$ cat config.mk
export PLATFORM = sky130hd
export DESIGN_NAME = charger_misc_config_regs
export DESIGN_NICKNAME = d
export VERILOG_FILES = /design/src/charger_misc_pkg.sv /design/src/scan_timer.sv /design/src/charger_misc_config_regs.sv
export SDC_FILE = /design/constraint.sdc
export NUM_CORES = 1
export LEC_CHECK = 0
export BUFFER_PORTS_ARGS = -buffer_cell sky130_fd_sc_hd__buf_2
export CORE_MARGIN = 1.5
export CORE_UTILIZATION = 25
export CTS_CLUSTER_DIAMETER = 150
export DETAILED_ROUTE_END_ITERATION = 10
export SLEW_MARGIN = 20
export SYNTH_ARGS = -nofsm -noshare
export SYNTH_HDL_FRONTEND = slang
export SYNTH_HIERARCHICAL = 1
export SYNTH_SLANG_ARGS = --single-unit
export TNS_END_PERCENT = 5
$ cat constraint.sdc
create_clock -name clk_sys -period 59.6 [get_ports clk_sys]
set_input_delay 5.96 -clock clk_sys [delete_from_list [all_inputs] [get_ports clk_sys]]
set_output_delay 5.96 -clock clk_sys [all_outputs]
set_load 0.1 [all_outputs]
$ cat src/charger_misc_pkg.sv
// Constants, types and field layout for the charger miscellaneous configuration registers
package charger_misc_pkg;
   localparam logic [7:0] ADDR_LOW_POWER_SCAN_PERIOD = 8'h4B;
   localparam logic [7:0] ADDR_SOLAR_SCAN_PERIOD = 8'h4C;
   localparam logic [7:0] ADDR_CHARGE_OPTION_FLAGS = 8'h4D;
   localparam logic [7:0] RST_LOW_POWER_SCAN_PERIOD = 8'h00;
   localparam logic [7:0] RST_SOLAR_SCAN_PERIOD = 8'h00;
   localparam logic [7:0] RST_CHARGE_OPTION_FLAGS = 8'h00;
   localparam logic [7:0] OPTION_WRITE_MASK = 8'h1F;
   localparam int BIT_REDUCED_STAGE2 = 4;
   localparam int BIT_LOW_POWER = 3;
   localparam int BIT_SUPPLY_S3 = 2;
   localparam int BIT_PANEL_S3 = 1;
   localparam int BIT_TEMP_COMP = 0;
   localparam int CLK_HZ = 40_000_000;
   localparam int STEP_CENTISEC = 1666;
   localparam int STEP_CYCLES = CLK_HZ / 100 * STEP_CENTISEC;
   localparam int PCT_S1_TO_S2 = 98;
   localparam int PCT_S2_TO_S1 = 95;
   typedef struct packed {
      logic reducedStage2VoltageEn;
      logic lowPowerEnable;
      logic supplyStage3Permit;
      logic panelStage3Permit;
      logic tempCompEnable;
   } option_flags_s;
   typedef struct packed {
      logic [15:0] stage2Limit;
      logic [15:0] s1ToS2Threshold;
      logic [15:0] s2ToS1Threshold;
      logic stage3Allowed;
      logic tempCompActive;
   } charge_ctrl_s;
endpackage : charger_misc_pkg

$ cat src/scan_timer.sv
// Interval counter that requests timed full panel scans
`timescale 1ns/1ps
module scan_timer #(
   parameter int STEP_CYCLES = charger_misc_pkg::STEP_CYCLES
) (
   input wire logic clk_sys,
   input wire logic rstn,
   input wire logic [7:0] period,
   input wire logic enable,
   input wire logic reload,
   input wire logic scanDone,
   output logic scanRequest
);
   import charger_misc_pkg::*;
   logic [31:0] prescale_r, prescale_nxt;
   logic [7:0] steps_r, steps_nxt;
   logic scanRequest_r, scanRequest_nxt;
   always_comb begin
      prescale_nxt = prescale_r;
      steps_nxt = steps_r;
      scanRequest_nxt = scanRequest_r;
      if (!enable || period == 8'h00) begin
         prescale_nxt = '0;
         steps_nxt = '0;
         scanRequest_nxt = 1'b0;
      end else if (reload || scanDone) begin
         prescale_nxt = '0;
         steps_nxt = '0;
         scanRequest_nxt = 1'b0;
      end else if (!scanRequest_r) begin
         if (prescale_r == 32'(STEP_CYCLES - 1)) begin
            prescale_nxt = '0;
            if (steps_r + 8'h01 >= period) begin
               scanRequest_nxt = 1'b1;
            end else begin
               steps_nxt = steps_r + 8'h01;
            end
         end else begin
            prescale_nxt = prescale_r + 32'h1;
         end
      end
   end
   always_ff @(posedge clk_sys or negedge rstn) begin
      if (!rstn) begin
         prescale_r <= '0;
         steps_r <= '0;
         scanRequest_r <= 1'b0;
      end else begin
         prescale_r <= prescale_nxt;
         steps_r <= steps_nxt;
         scanRequest_r <= scanRequest_nxt;
      end
   end
   assign scanRequest = scanRequest_r;
endmodule : scan_timer

$ cat src/charger_misc_config_regs.sv
// Miscellaneous configuration registers with scan timing and charge option decode
`timescale 1ns/1ps
module charger_misc_config_regs #(
   parameter int STEP_CYCLES = charger_misc_pkg::STEP_CYCLES
) (
   input wire logic clk_sys,
   input wire logic rstn,
   input wire logic regWrite,
   input wire logic [7:0] regAddr,
   input wire logic [7:0] regWdata,
   output logic [7:0] regRdata,
   output logic regHit,
   input wire logic solarPowered,
   input wire logic startupScan,
   input wire logic stageTransitionScan,
   input wire logic scanDone,
   input wire logic [15:0] stage2TargetVoltage,
   input wire logic [15:0] stage3TargetVoltage,
   output logic fullScanRequest,
   output logic lowPowerMode,
   output charger_misc_pkg::option_flags_s optionFlags,
   output charger_misc_pkg::charge_ctrl_s chargeCtrl
);
   import charger_misc_pkg::*;

   logic [7:0] lowPowerScanPeriod_r, lowPowerScanPeriod_nxt;
   logic [7:0] solarScanPeriod_r, solarScanPeriod_nxt;
   logic [4:0] chargeOptionFlags_r, chargeOptionFlags_nxt;
   logic lowPowerPrev_r, lowPowerPrev_nxt;
   logic solarMeta_r, solarSync_r;
   logic fullScanRequest_r, fullScanRequest_nxt;
   charge_ctrl_s chargeCtrl_r, chargeCtrl_nxt;
   logic [7:0] activePeriod;
   logic modeChange;
   logic timedRequest;

   function automatic logic [15:0] percentOf(input logic [15:0] v, input int pct);
      logic [23:0] prod;
      prod = 24'(v) * 24'(pct);
      return 16'(prod / 24'd100);
   endfunction : percentOf

   // Solar status comes from the analog power path, so it is synchronised
   always_ff @(posedge clk_sys or negedge rstn) begin
      if (!rstn) begin
         solarMeta_r <= 1'b0;
         solarSync_r <= 1'b0;
      end else begin
         solarMeta_r <= solarPowered;
         solarSync_r <= solarMeta_r;
      end
   end

   always_comb begin
      lowPowerScanPeriod_nxt = lowPowerScanPeriod_r;
      solarScanPeriod_nxt = solarScanPeriod_r;
      chargeOptionFlags_nxt = chargeOptionFlags_r;
      if (regWrite) begin
         unique case (regAddr)
            ADDR_LOW_POWER_SCAN_PERIOD: lowPowerScanPeriod_nxt = regWdata;
            ADDR_SOLAR_SCAN_PERIOD: solarScanPeriod_nxt = regWdata;
            ADDR_CHARGE_OPTION_FLAGS: chargeOptionFlags_nxt = regWdata[4:0] & OPTION_WRITE_MASK[4:0];
            default: ;
         endcase
      end
   end

   always_comb begin
      regHit = (regAddr == ADDR_LOW_POWER_SCAN_PERIOD) || (regAddr == ADDR_SOLAR_SCAN_PERIOD) ||
               (regAddr == ADDR_CHARGE_OPTION_FLAGS);
   end

   always_ff @(posedge clk_sys or negedge rstn) begin
      if (!rstn) begin
         regRdata <= 8'h00;
      end else begin
         unique case (regAddr)
            ADDR_LOW_POWER_SCAN_PERIOD: regRdata <= lowPowerScanPeriod_r;
            ADDR_SOLAR_SCAN_PERIOD: regRdata <= solarScanPeriod_r;
            ADDR_CHARGE_OPTION_FLAGS: regRdata <= {3'b000, chargeOptionFlags_r};
            default: regRdata <= 8'h00;
         endcase
      end
   end

   always_ff @(posedge clk_sys or negedge rstn) begin
      if (!rstn) begin
         lowPowerScanPeriod_r <= RST_LOW_POWER_SCAN_PERIOD;
         solarScanPeriod_r <= RST_SOLAR_SCAN_PERIOD;
         chargeOptionFlags_r <= RST_CHARGE_OPTION_FLAGS[4:0];
      end else begin
         lowPowerScanPeriod_r <= lowPowerScanPeriod_nxt;
         solarScanPeriod_r <= solarScanPeriod_nxt;
         chargeOptionFlags_r <= chargeOptionFlags_nxt;
      end
   end

   assign lowPowerMode = chargeOptionFlags_r[BIT_LOW_POWER] & solarSync_r;
   assign activePeriod = lowPowerMode ? lowPowerScanPeriod_r : solarScanPeriod_r;
   assign modeChange = lowPowerPrev_r != lowPowerMode;
   assign lowPowerPrev_nxt = lowPowerMode;

   scan_timer #(
      .STEP_CYCLES(STEP_CYCLES)
   ) u_scan_timer (
      .clk_sys(clk_sys),
      .rstn(rstn),
      .period(activePeriod),
      .enable(solarSync_r),
      .reload(modeChange),
      .scanDone(scanDone),
      .scanRequest(timedRequest)
   );

   always_comb begin
      fullScanRequest_nxt = fullScanRequest_r;
      // A timed request still standing as its own scan ends must not start a second scan
      if (!solarSync_r) begin
         fullScanRequest_nxt = 1'b0;
      end else if (startupScan || stageTransitionScan || (timedRequest && !scanDone)) begin
         fullScanRequest_nxt = 1'b1;
      end else if (scanDone) begin
         fullScanRequest_nxt = 1'b0;
      end
   end

   always_comb begin
      logic [15:0] target;
      target = 16'h0000;
      target = chargeOptionFlags_r[BIT_REDUCED_STAGE2] ? stage3TargetVoltage : stage2TargetVoltage;
      chargeCtrl_nxt.stage2Limit = target;
      chargeCtrl_nxt.s1ToS2Threshold = percentOf(target, PCT_S1_TO_S2);
      chargeCtrl_nxt.s2ToS1Threshold = percentOf(target, PCT_S2_TO_S1);
      // Stage 0/1 and undervoltage thresholds stay with the stage-2 target outside this block
      chargeCtrl_nxt.stage3Allowed = solarSync_r ? chargeOptionFlags_r[BIT_PANEL_S3]
                                                 : chargeOptionFlags_r[BIT_SUPPLY_S3];
      chargeCtrl_nxt.tempCompActive = chargeOptionFlags_r[BIT_TEMP_COMP];
   end

   always_ff @(posedge clk_sys or negedge rstn) begin
      if (!rstn) begin
         lowPowerPrev_r <= 1'b0;
         fullScanRequest_r <= 1'b0;
         chargeCtrl_r <= '0;
      end else begin
         lowPowerPrev_r <= lowPowerPrev_nxt;
         fullScanRequest_r <= fullScanRequest_nxt;
         chargeCtrl_r <= chargeCtrl_nxt;
      end
   end

   assign fullScanRequest = fullScanRequest_r;
   assign chargeCtrl = chargeCtrl_r;
   assign optionFlags = option_flags_s'(chargeOptionFlags_r);
endmodule : charger_misc_config_regs

; Word level (Yosys, flattened, before mapping)
; Index checks and enable logic that the tools add are counted.
[totals]
ff_bits = 124
inputBits = 55
output_inout_bits = 66
elab_cells = 68
[op_classes]
addsub = 2
mul = 2
div_mod_pow = 2
magnitude_cmp = 1
n_eq_ne = 8
mux = 21
n_bitwise = 1
n_reduce_logical = 15
[op_table]
columns = operator, count
row1 = $mux 32, 4
row2 = $div 23x7->24 const B, 2
row3 = $mux 8, 6
row4 = $add 32x1->32 const B, 1
row5 = $eq 32x30->1 const B, 1
row6 = $eq 8x7->1 const B, 3
row7 = $pmux 8 s3, 1
row8 = $mul 16x7->23 const B, 1
row9 = $mul 16x6->22 const B, 1
row10 = $mux 16, 1
row11 = $mux 1, 9
row12 = $add 8x1->8 const B, 1
row13 = $ge 8x8->1, 1
row14 = $logic_not 8->1, 1
row15 = $logic_or 1x1->1, 6
row16 = $reduce_and 2->1, 3
row17 = $ne 3x1->1 const B, 1
row18 = $ne 3x2->1 const B, 1
row19 = $ne 3x3->1 const B, 1
row20 = $reduce_and 3->1, 1
row21 = $reduce_bool 3->1, 1
row22 = $logic_not 1->1, 2
row23 = $and 1x1->1, 1
row24 = $logic_and 1x1->1, 1
row25 = $ne 1x1->1, 1

; Logic depth before layout (Yosys ltp)
; Gate-level depths: netlist of run 1.
[depth]
ltp_word = 8
ltp_mapped = 86

; Hierarchy
; Netlist of run 1, hierarchy kept.
[by_module_without_submodules]
columns = mod, n_inst, cells_per_inst, area_each_um2
row1 = charger_misc_config_regs, 1, 2572, 19795.2
row2 = scan_timer, 1, 286, 2688.8

; Worst setup path after synthesis of run 1
; OpenSTA, ideal clock, no wires.
[synth_timing]
path_type = input to register
start = in stage3TargetVoltage[2]
end = reg chargeCtrl_r, in the netlist chargeCtrl[18]
arrival_ps = 25164
slack_ps = 34307
stages = 72
path_cell_list = mux2i_1 > clkinv_1 > ha_1 > inv_1 > fa_1 > inv_1 > ha_1 > ha_1 > a21oi_1 > nor2_1 > or2_4 > o311a_4 > or4_4 > o21ai_4 > a211oi_1 > mux2i_2 > nand2b_2 > or4_1 > [... 36 more ...] > a31oi_2 > xor2_1 > a21oi_1 > a2111o_1 > o211a_2 > a2111o_1 > o31a_4 > clkinv_4 > nand3b_2 > a311oi_4 > o2111ai_2 > buf_4 > o221a_4 > nor3_2 > o21ai_1 > or4b_1 > a221o_1 > a2111o_1
[synth_lines]
columns = element, line_no
row1 = start: declaration, charger_misc_config_regs.sv:18  ; input wire logic [15:0] stage3TargetVoltage,
row2 = end signal: assignment, charger_misc_config_regs.sv:148  ; chargeCtrl_r <= chargeCtrl_nxt;
row3 = end: declaration, charger_misc_config_regs.sv:32  ; charge_ctrl_s chargeCtrl_r, chargeCtrl_nxt;

==> results.md, run 1 <==
* Run status: finished, final reports clean
* GR Util met3 at 0.0212
* Upper clock frequency limit at ~33 MHz
* Share of post-route cells with drive strength above 1 at 0.129
* Wire per inst at 17.2 um
* DRC at 0
* Placed wire-length estimate at 55500 um
* Diode count at 0
* Tcrit/Tclk final at 0.506
* Kind of start point of the critical path: input port
* Number of storage elements in the synthesis netlist at 124
* Setup-failing EPs final at 0
* Cell at the slowest stage of the critical path: sky130_fd_sc_hd__nor2_1
* Dominant cell by count in the synthesized netlist: sky130_fd_sc_hd__nand2_1
* RSZ-0062 raised after global routing: false
* Number of max-cap violations at 0
* Vias per std cell at 5.44
* Vert. Die Dim at 303 um
* Worst hold stages at 0
* Worst slack at placement at a little under 30 ns
* Width of the die at slightly above 300 um
* Final number of hold-violating endpoints at 0
* Iteration-0 DRC count of the detailed router at 1849
* Global-route wire length before repair at about 110000 um
* TritonCTS buffer count at 17
* CTS tree: done
* Cts repair resizes at 0
* Number of antenna violations at the first check in global routing at 1
* Number of synthesis warnings at 6
* Total number of H-tree levels at 4
* Num ports at ~120
* Routed wire length at just over 70000 um
* Number of rows created at floorplan at around 110
* CP arrival at 30.49 ns
* Sinks on the clock net at 124
* Path category of the worst min-delay check: reg2reg
* Per-instance average area after synthesis at 7.87 um2
* Net count of the mapped netlist at 3096
* Number of standard cells after synthesis at 2858
* Dominant synthesized flop cell: sky130_fd_sc_hd__dfrtp_1
* Commonest cells in the netlist: sky130_fd_sc_hd__nand2_1 (241), sky130_fd_sc_hd__nor2_1 (231), sky130_fd_sc_hd__inv_1 (192), sky130_fd_sc_hd__xnor2_1 (152), sky130_fd_sc_hd__a21oi_1 (147)
* First-pass detailed-route iteration total at 5
* Kind of critical path: in2reg
* Cell types with the largest area share after synthesis: sky130_fd_sc_hd__dfrtp_1 (14%), sky130_fd_sc_hd__ha_1 (6.6%), sky130_fd_sc_hd__xnor2_1 (5.9%)
* Sum of negative setup slack at 0 ns
* Clk Tree Root Cell: sky130_fd_sc_hd__clkbuf_16
* Share of the synthesized area in the top cell type at 0.138
* Relative slew slack at 0.304
* Setup Buffers After CTS at 0
* Max incr delay on CP at 0.78 ns
* Area overhead of the layout relative to synthesis at 10.3%
* Die area at 0.0917 mm2
* Syn Std Cell Area at roughly 0.022 mm2
* Clock skew at ~0.028 ns
* Area leader, netlist: sky130_fd_sc_hd__dfrtp_1
* Cells on worst reg2reg path at 74
* Shortest clock period the worst path allows after layout at around 30 ns
* Layer with the highest usage after global routing: met2
* Maximum number of pins on one net before global-route repair at 70
* Maximum clock insertion buffer count at 2
* Net total in the final layout at 3169
* Seq/Total Area, Yosys at 0.138
* Pins Over Slew Limit at 0
* Actual transition at the worst max-transition pin at 1.04 ns
* Hold-fix buffers at CTS at 0
* Core region area at 0.0888 mm2
* Unique cell type count in the Yosys netlist at 160
* Worst-path fanout max at 23
* Global Route Usage Sum at 0.152
* Final Wtd Congestion at 0.924
* Met1 Track Usage GR at 0.210
* Asr flop ratio synth at 1.00
* Post-route core utilization at 0.279
* Via count of the first global-routing pass at 21200
* Source-to-sink clock delay at the later pin of the worst-skew pair at 0.50 ns
* Initial cell density of the core at 0.253
* Count of flip-flops with a built-in enable after synthesis at 0
* Remaining Overflow, GRT at 0
* Met2 routing resource usage after global routing at 0.249
* CP most frequent cell: sky130_fd_sc_hd__inv_2
* Critical Path Sink Type: flop
* Final worst-path setup slack at between 20 and 30 ns
* Req. time, crit path at approximately 60 ns
* Remaining number of nets flagged by the antenna check after routing at 0
* Total vias in the final route at 22400
* Clock edge transition at the registers on the reported setup and hold paths at roughly 0.070 ns
* Buffers added on ports at 120
==> flip-flops by register name, summed over array words and instances, names as in the netlist <==
register	flops
lowPowerPrev_r	1
lowPowerScanPeriod_r	8
u_scan_timer/prescale_r	32
chargeCtrl	50
regRdata	8
fullScanRequest	1
solarMeta_r	1
optionFlags	5
solarSync_r	1
u_scan_timer/scanRequest	1
u_scan_timer/steps_r	8
solarScanPeriod_r	8
==> logic make-up (layout without fill, tap and decap cells) <==
kind of cell	Yosys count	after routing	synth area share
and+or+nand+nor	1088	1088	0.258
DFF	124	124	0.138
xor gates and xnor gates	217	217	0.0881
adders and majority gates	189	189	0.126
muxes	109	109	0.0525
buffers and inverters	297	383	0.0593
AOI/OAI and AO/OA	834	834	0.278
==> per-stage QoR <==
stage,hold slack (ns),std cells,cell area (um2)
after CTS,0.353,4109,24800
after detailed placement,0.348,4077,24200
after global placement,0.333,4077,24200
after floorplan,0.331,2858,22500
final,0.352,4109,24800
after global routing,0.363,4109,24800
==> path summary, 6_finish.rpt <==
| check | from | to | slack, ns |
|---|---|---|---|
| setup / recovery | stage3TargetVoltage[10] | chargeCtrl[18]$_DFF_PN0_ | 29.47 |
| hold / removal | solarMeta_r$_DFF_PN0_ | solarSync_r$_DFF_PN0_ | 0.35 |
| setup reg to reg | optionFlags[4]$_DFFE_PN0P_ | chargeCtrl[18]$_DFF_PN0_ | 34.04 |
| hold reg to reg | solarMeta_r$_DFF_PN0_ | solarSync_r$_DFF_PN0_ | 0.35 |
| max in group asynchronous | rstn | u_scan_timer/prescale_r[8]$_DFFE_PN0P_ | 52.71 |
| min in group asynchronous | rstn | chargeCtrl[15]$_DFF_PN0_ | 5.51 |
==> final cells by class <==
type                       instances  area (um2)
clock inverter                    13         166
timing repair buffer             146         802
multi-input combinational       2437       18100
tap                             1165        1460
inverter                         205         774
clock buffer                      19         433
sequential                       124        3100
fill                            9559       64000
==> critical path, delay by kind of cell <==
kind,cells,cell delay (ns)
AO/OA/AOI/OAI,32,12.03
AND/OR/NAND/NOR,19,6.52
buffers and inverters,13,2.58
adder cells (fa/ha/maj),4,1.57
multiplexers,3,1.30
XOR/XNOR,3,0.48
==> cell usage in the layout, fill, tap and decap left out, drive strengths merged, types with 19 or more instances in the layout <==
| master | instances |
|---|---|
| mux2 | 50 |
| nand4 | 47 |
| nor3 | 103 |
| or4 | 23 |
| xnor2 | 154 |
| nand3 | 115 |
| or3 | 32 |
| o21a | 34 |
| o21ai | 154 |
| a211oi | 34 |
| fa | 65 |
| clkbuf | 19 |
| inv | 204 |
| nor4 | 49 |
| o211ai | 41 |
| a21oi | 157 |
| nand2b | 20 |
| a2111oi | 21 |
| nor2 | 232 |
| and2 | 53 |
| dfrtp | 124 |
| mux2i | 59 |
| a31oi | 32 |
| xor2 | 62 |
| a211o | 20 |
| a21o | 37 |
| o31ai | 40 |
| ha | 118 |
| or2 | 28 |
| nand2 | 243 |
| and3 | 52 |
| buf | 146 |
==> layer usage <==
| metal | up-vias | routed length (um) | share of wire |
|---|---|---|---|
| met5 | - | 27 | 0.00038 |
| met4 | 4 | 1280 | 0.018 |
| met3 | 85 | 3660 | 0.052 |
| met2 | 688 | 32300 | 0.46 |
| met1 | 10700 | 33300 | 0.47 |
| li1 | 10900 | - | - |
Power of run 1 is not shown: default switching activity piles up to over one toggle a cycle in this logic, so the estimate is an artifact.
==> run 2: changes to the inputs <==
==> constraint.sdc (replaced) <==
create_clock -name clk_sys -period 25.6 [get_ports clk_sys]
set_input_delay 2.56 -clock clk_sys [delete_from_list [all_inputs] [get_ports clk_sys]]
set_output_delay 2.56 -clock clk_sys [all_outputs]
set_load 0.1 [all_outputs]
==> run 2 against run 1 <==
  * Clock skew up 0.00071 ns
  * First-iteration DRC count down 10%
  * Critical endpoint unchanged
  * Critical path depth is the same
  * Clock-buffer cell count fell by 1
  * Critical path type unchanged
  * Global-route usage is 0.12 points lower
  * Die area did not move
  * Via count is 1.2% higher
  * Final cell count grew 0.92%
  * Core utilization rose by 0.40 points
  * Worst hold slack got worse by 0.0026 ns
==> results.md, run 2 (same netlist as run 1, synthesis figures left out) <==
* Worst-path fanout max at 16 (was 23)
* Final number of hold-violating endpoints at 0 (unchanged)
* Critical R2R Launch: optionFlags[4]$_DFFE_PN0P_ (unchanged)
* Pins Over Slew Limit at 0 (unchanged)
* Sinks on the clock net at 124 (unchanged)
* Actual transition at the worst max-transition pin at 1.06 ns (was 1.04 ns)
* Req. time, crit path at 25.97 ns (was 59.96 ns)
* CTS tree: done (unchanged)
* Clk Tree Root Cell: sky130_fd_sc_hd__clkbuf_16 (unchanged)
* Relative slew slack at 0.289 (was 0.304)
* Most common cell after layout, fill and taps aside: sky130_fd_sc_hd__nand2_1 (unchanged)
* DRC at 0 (unchanged)
* Num ports at 121 (unchanged)
* R2R Setup Slk at 2.64 ns (was 34.04 ns)
* Width of the die at 303 um (unchanged)
* Remaining number of nets flagged by the antenna check after routing at 0 (unchanged)
* Flip-flop and latch area at 0.00310 mm2 (unchanged)
* Clock skew at 0.0282 ns (was 0.0275 ns)
* Worst Min Path Start: solarMeta_r$_DFF_PN0_ (unchanged)
* Placed wire-length estimate at 55700 um (was 55500 um)
* Cells on worst reg2reg path at 74 (unchanged)
* Global Route Usage Sum at 0.151 (was 0.152)
* Global-route wire length before repair at 114000 um (about the same)
* Max incr delay on CP at 0.68 ns (was 0.78 ns)
* TritonCTS buffer count at 17 (unchanged)
* Tcrit/Tclk final at 0.943
* Shortest clock period the worst path allows after layout at 24.13 ns
* Share of post-route cells with drive strength above 1 at 0.145 (was 0.129)
* Vias per std cell at 5.45 (was 5.44)
* Source-to-sink clock delay at the later pin of the worst-skew pair at 0.50 ns (about the same)
* Core region area at 0.0888 mm2 (unchanged)
* Maximum number of pins on one net before global-route repair at 66 (was 70)
* Kind of critical path: in2reg (unchanged)
* Kind of start point of the critical path: input port (unchanged)
* Post-route core utilization at 0.283 (was 0.279)
* Cell at the slowest stage of the critical path: sky130_fd_sc_hd__or4_1 (was sky130_fd_sc_hd__nor2_1)
* Filler cell count in the final layout at 9607 (was 9559)
* Number of antenna violations at the first check in global routing at 1 (unchanged)
* Wire per inst at 17.1 um (was 17.2 um)
* CP most frequent cell: sky130_fd_sc_hd__inv_2 (unchanged)
* Maximum clock insertion buffer count at 2 (unchanged)
* Path category of the worst min-delay check: reg2reg (unchanged)
* Buffers added on ports at 120 (unchanged)
* Run status: finished, final reports clean (unchanged)
* Clock edge transition at the registers on the reported setup and hold paths at 0.08 ns (was 0.07 ns)
* Combined area of the multi-input logic cells at 0.0181 mm2 (about the same)
* Setup-failing EPs final at 0 (unchanged)
* Net total in the final layout at 3207 (was 3169)
* Total vias in the final route at 22600 (was 22400)
* Total number of H-tree levels at 4 (unchanged)
* Diode count at 0 (unchanged)
* Remaining Overflow, GRT at 0 (unchanged)
* Sum of negative setup slack at 0 ns (unchanged)
* Critical Path Sink Type: flop (unchanged)
* RSZ-0062 raised after global routing: false (unchanged)
* Die area at 0.0917 mm2 (unchanged)
* Worst slack on hold paths at 0.349 ns (was 0.352 ns)
* First-pass detailed-route iteration total at 5 (unchanged)
* Initial cell density of the core at 0.253 (unchanged)
* Via count of the first global-routing pass at 21200 (about the same)
* Area overhead of the layout relative to synthesis at 11.9% (was 10.3%)
* Endpoint of the worst hold path: solarSync_r$_DFF_PN0_ (unchanged)
* Routed wire length at 70900 um (was 70500 um)
* Capture point of the worst reg-to-reg path: chargeCtrl[18]$_DFF_PN0_ (unchanged)
* Number of max-cap violations at 0 (unchanged)
* Most frequent cells in the layout: sky130_fd_sc_hd__nand2_1 (241), sky130_fd_sc_hd__nor2_1 (230), sky130_fd_sc_hd__inv_1 (192) (was sky130_fd_sc_hd__nand2_1 (241), sky130_fd_sc_hd__nor2_1 (231), sky130_fd_sc_hd__inv_1 (192))
* Max reg flops at 50 (unchanged)
* Final Wtd Congestion at 0.932 (was 0.924)
* Worst hold stages at 0 (unchanged)
* Hold-fix buffers at CTS at 0 (unchanged)
* Upper clock frequency limit at 41.4 MHz
* Iteration-0 DRC count of the detailed router at 1663 (was 1849)
* CP arrival at 24.50 ns (was 30.49 ns)
* Vert. Die Dim at 303 um (unchanged)
* Number of rows created at floorplan at 109 (unchanged)
## run 2: critical path, delay by kind of cell
| kind | cells | cell delay [ns] |
|---|---|---|
| AO/OA/AOI/OAI | 34 | 11.16 |
| XOR/XNOR | 2 | 0.36 |
| adder cells (fa/ha/maj) | 4 | 1.57 |
| buffers and inverters | 12 | 2.02 |
| multiplexers | 4 | 1.17 |
| AND/OR/NAND/NOR | 18 | 5.60 |
## run 2: layout make-up
type	instances	area share
multi-input cells	2437	0.721
flip-flops and latches	124	0.123
well taps	1165	0.0580
repair buffers	184	0.0432
inverters	205	0.0308
clock buffers	18	0.0175
clock inverters	14	0.00597
## run 2: how the worst max path moves through the flow
stage                                      start                  endpoint  slack (ns)  cells past startpoint
after detailed placement  stage3TargetVoltage[8]  chargeCtrl[18]$_DFF_PN0_        0.37                     73
after CTS                 stage3TargetVoltage[8]  chargeCtrl[18]$_DFF_PN0_        0.88                     73
after floorplan           stage3TargetVoltage[2]  chargeCtrl[18]$_DFF_PN0_        3.71                     72
after global routing      stage3TargetVoltage[5]  chargeCtrl[18]$_DFF_PN0_        0.07                     76
final                     stage3TargetVoltage[5]  chargeCtrl[18]$_DFF_PN0_        1.47                     74
after global placement    stage3TargetVoltage[8]  chargeCtrl[18]$_DFF_PN0_        0.85                     72
## run 2: through the flow
step                cell area (um2)  cells  setup WS, ns
global placement              24500   4111         0.853
finish                        25200   4147          1.47
global route                  25200   4147        0.0708
detailed placement            24500   4111         0.375
CTS                           25000   4143         0.880
floorplan                     22500   2858          3.71
## run 2: routing by layer
metal | track usage | wire length (um)
met1 | 0.208 | 32800
met2 | 0.248 | 32900
met3 | 0.0209 | 3980
met4 | 0.0393 | 1220
met5 | 0 | 0
## run 2: repair_timing
| action | CTS | global route |
|---|---|---|
| setup endpoints to repair | 0 | 2 |
| resized for setup | 0 | 13 |
| setup buffers | 0 | 4 |
Power of run 2 is left out for the same reason.
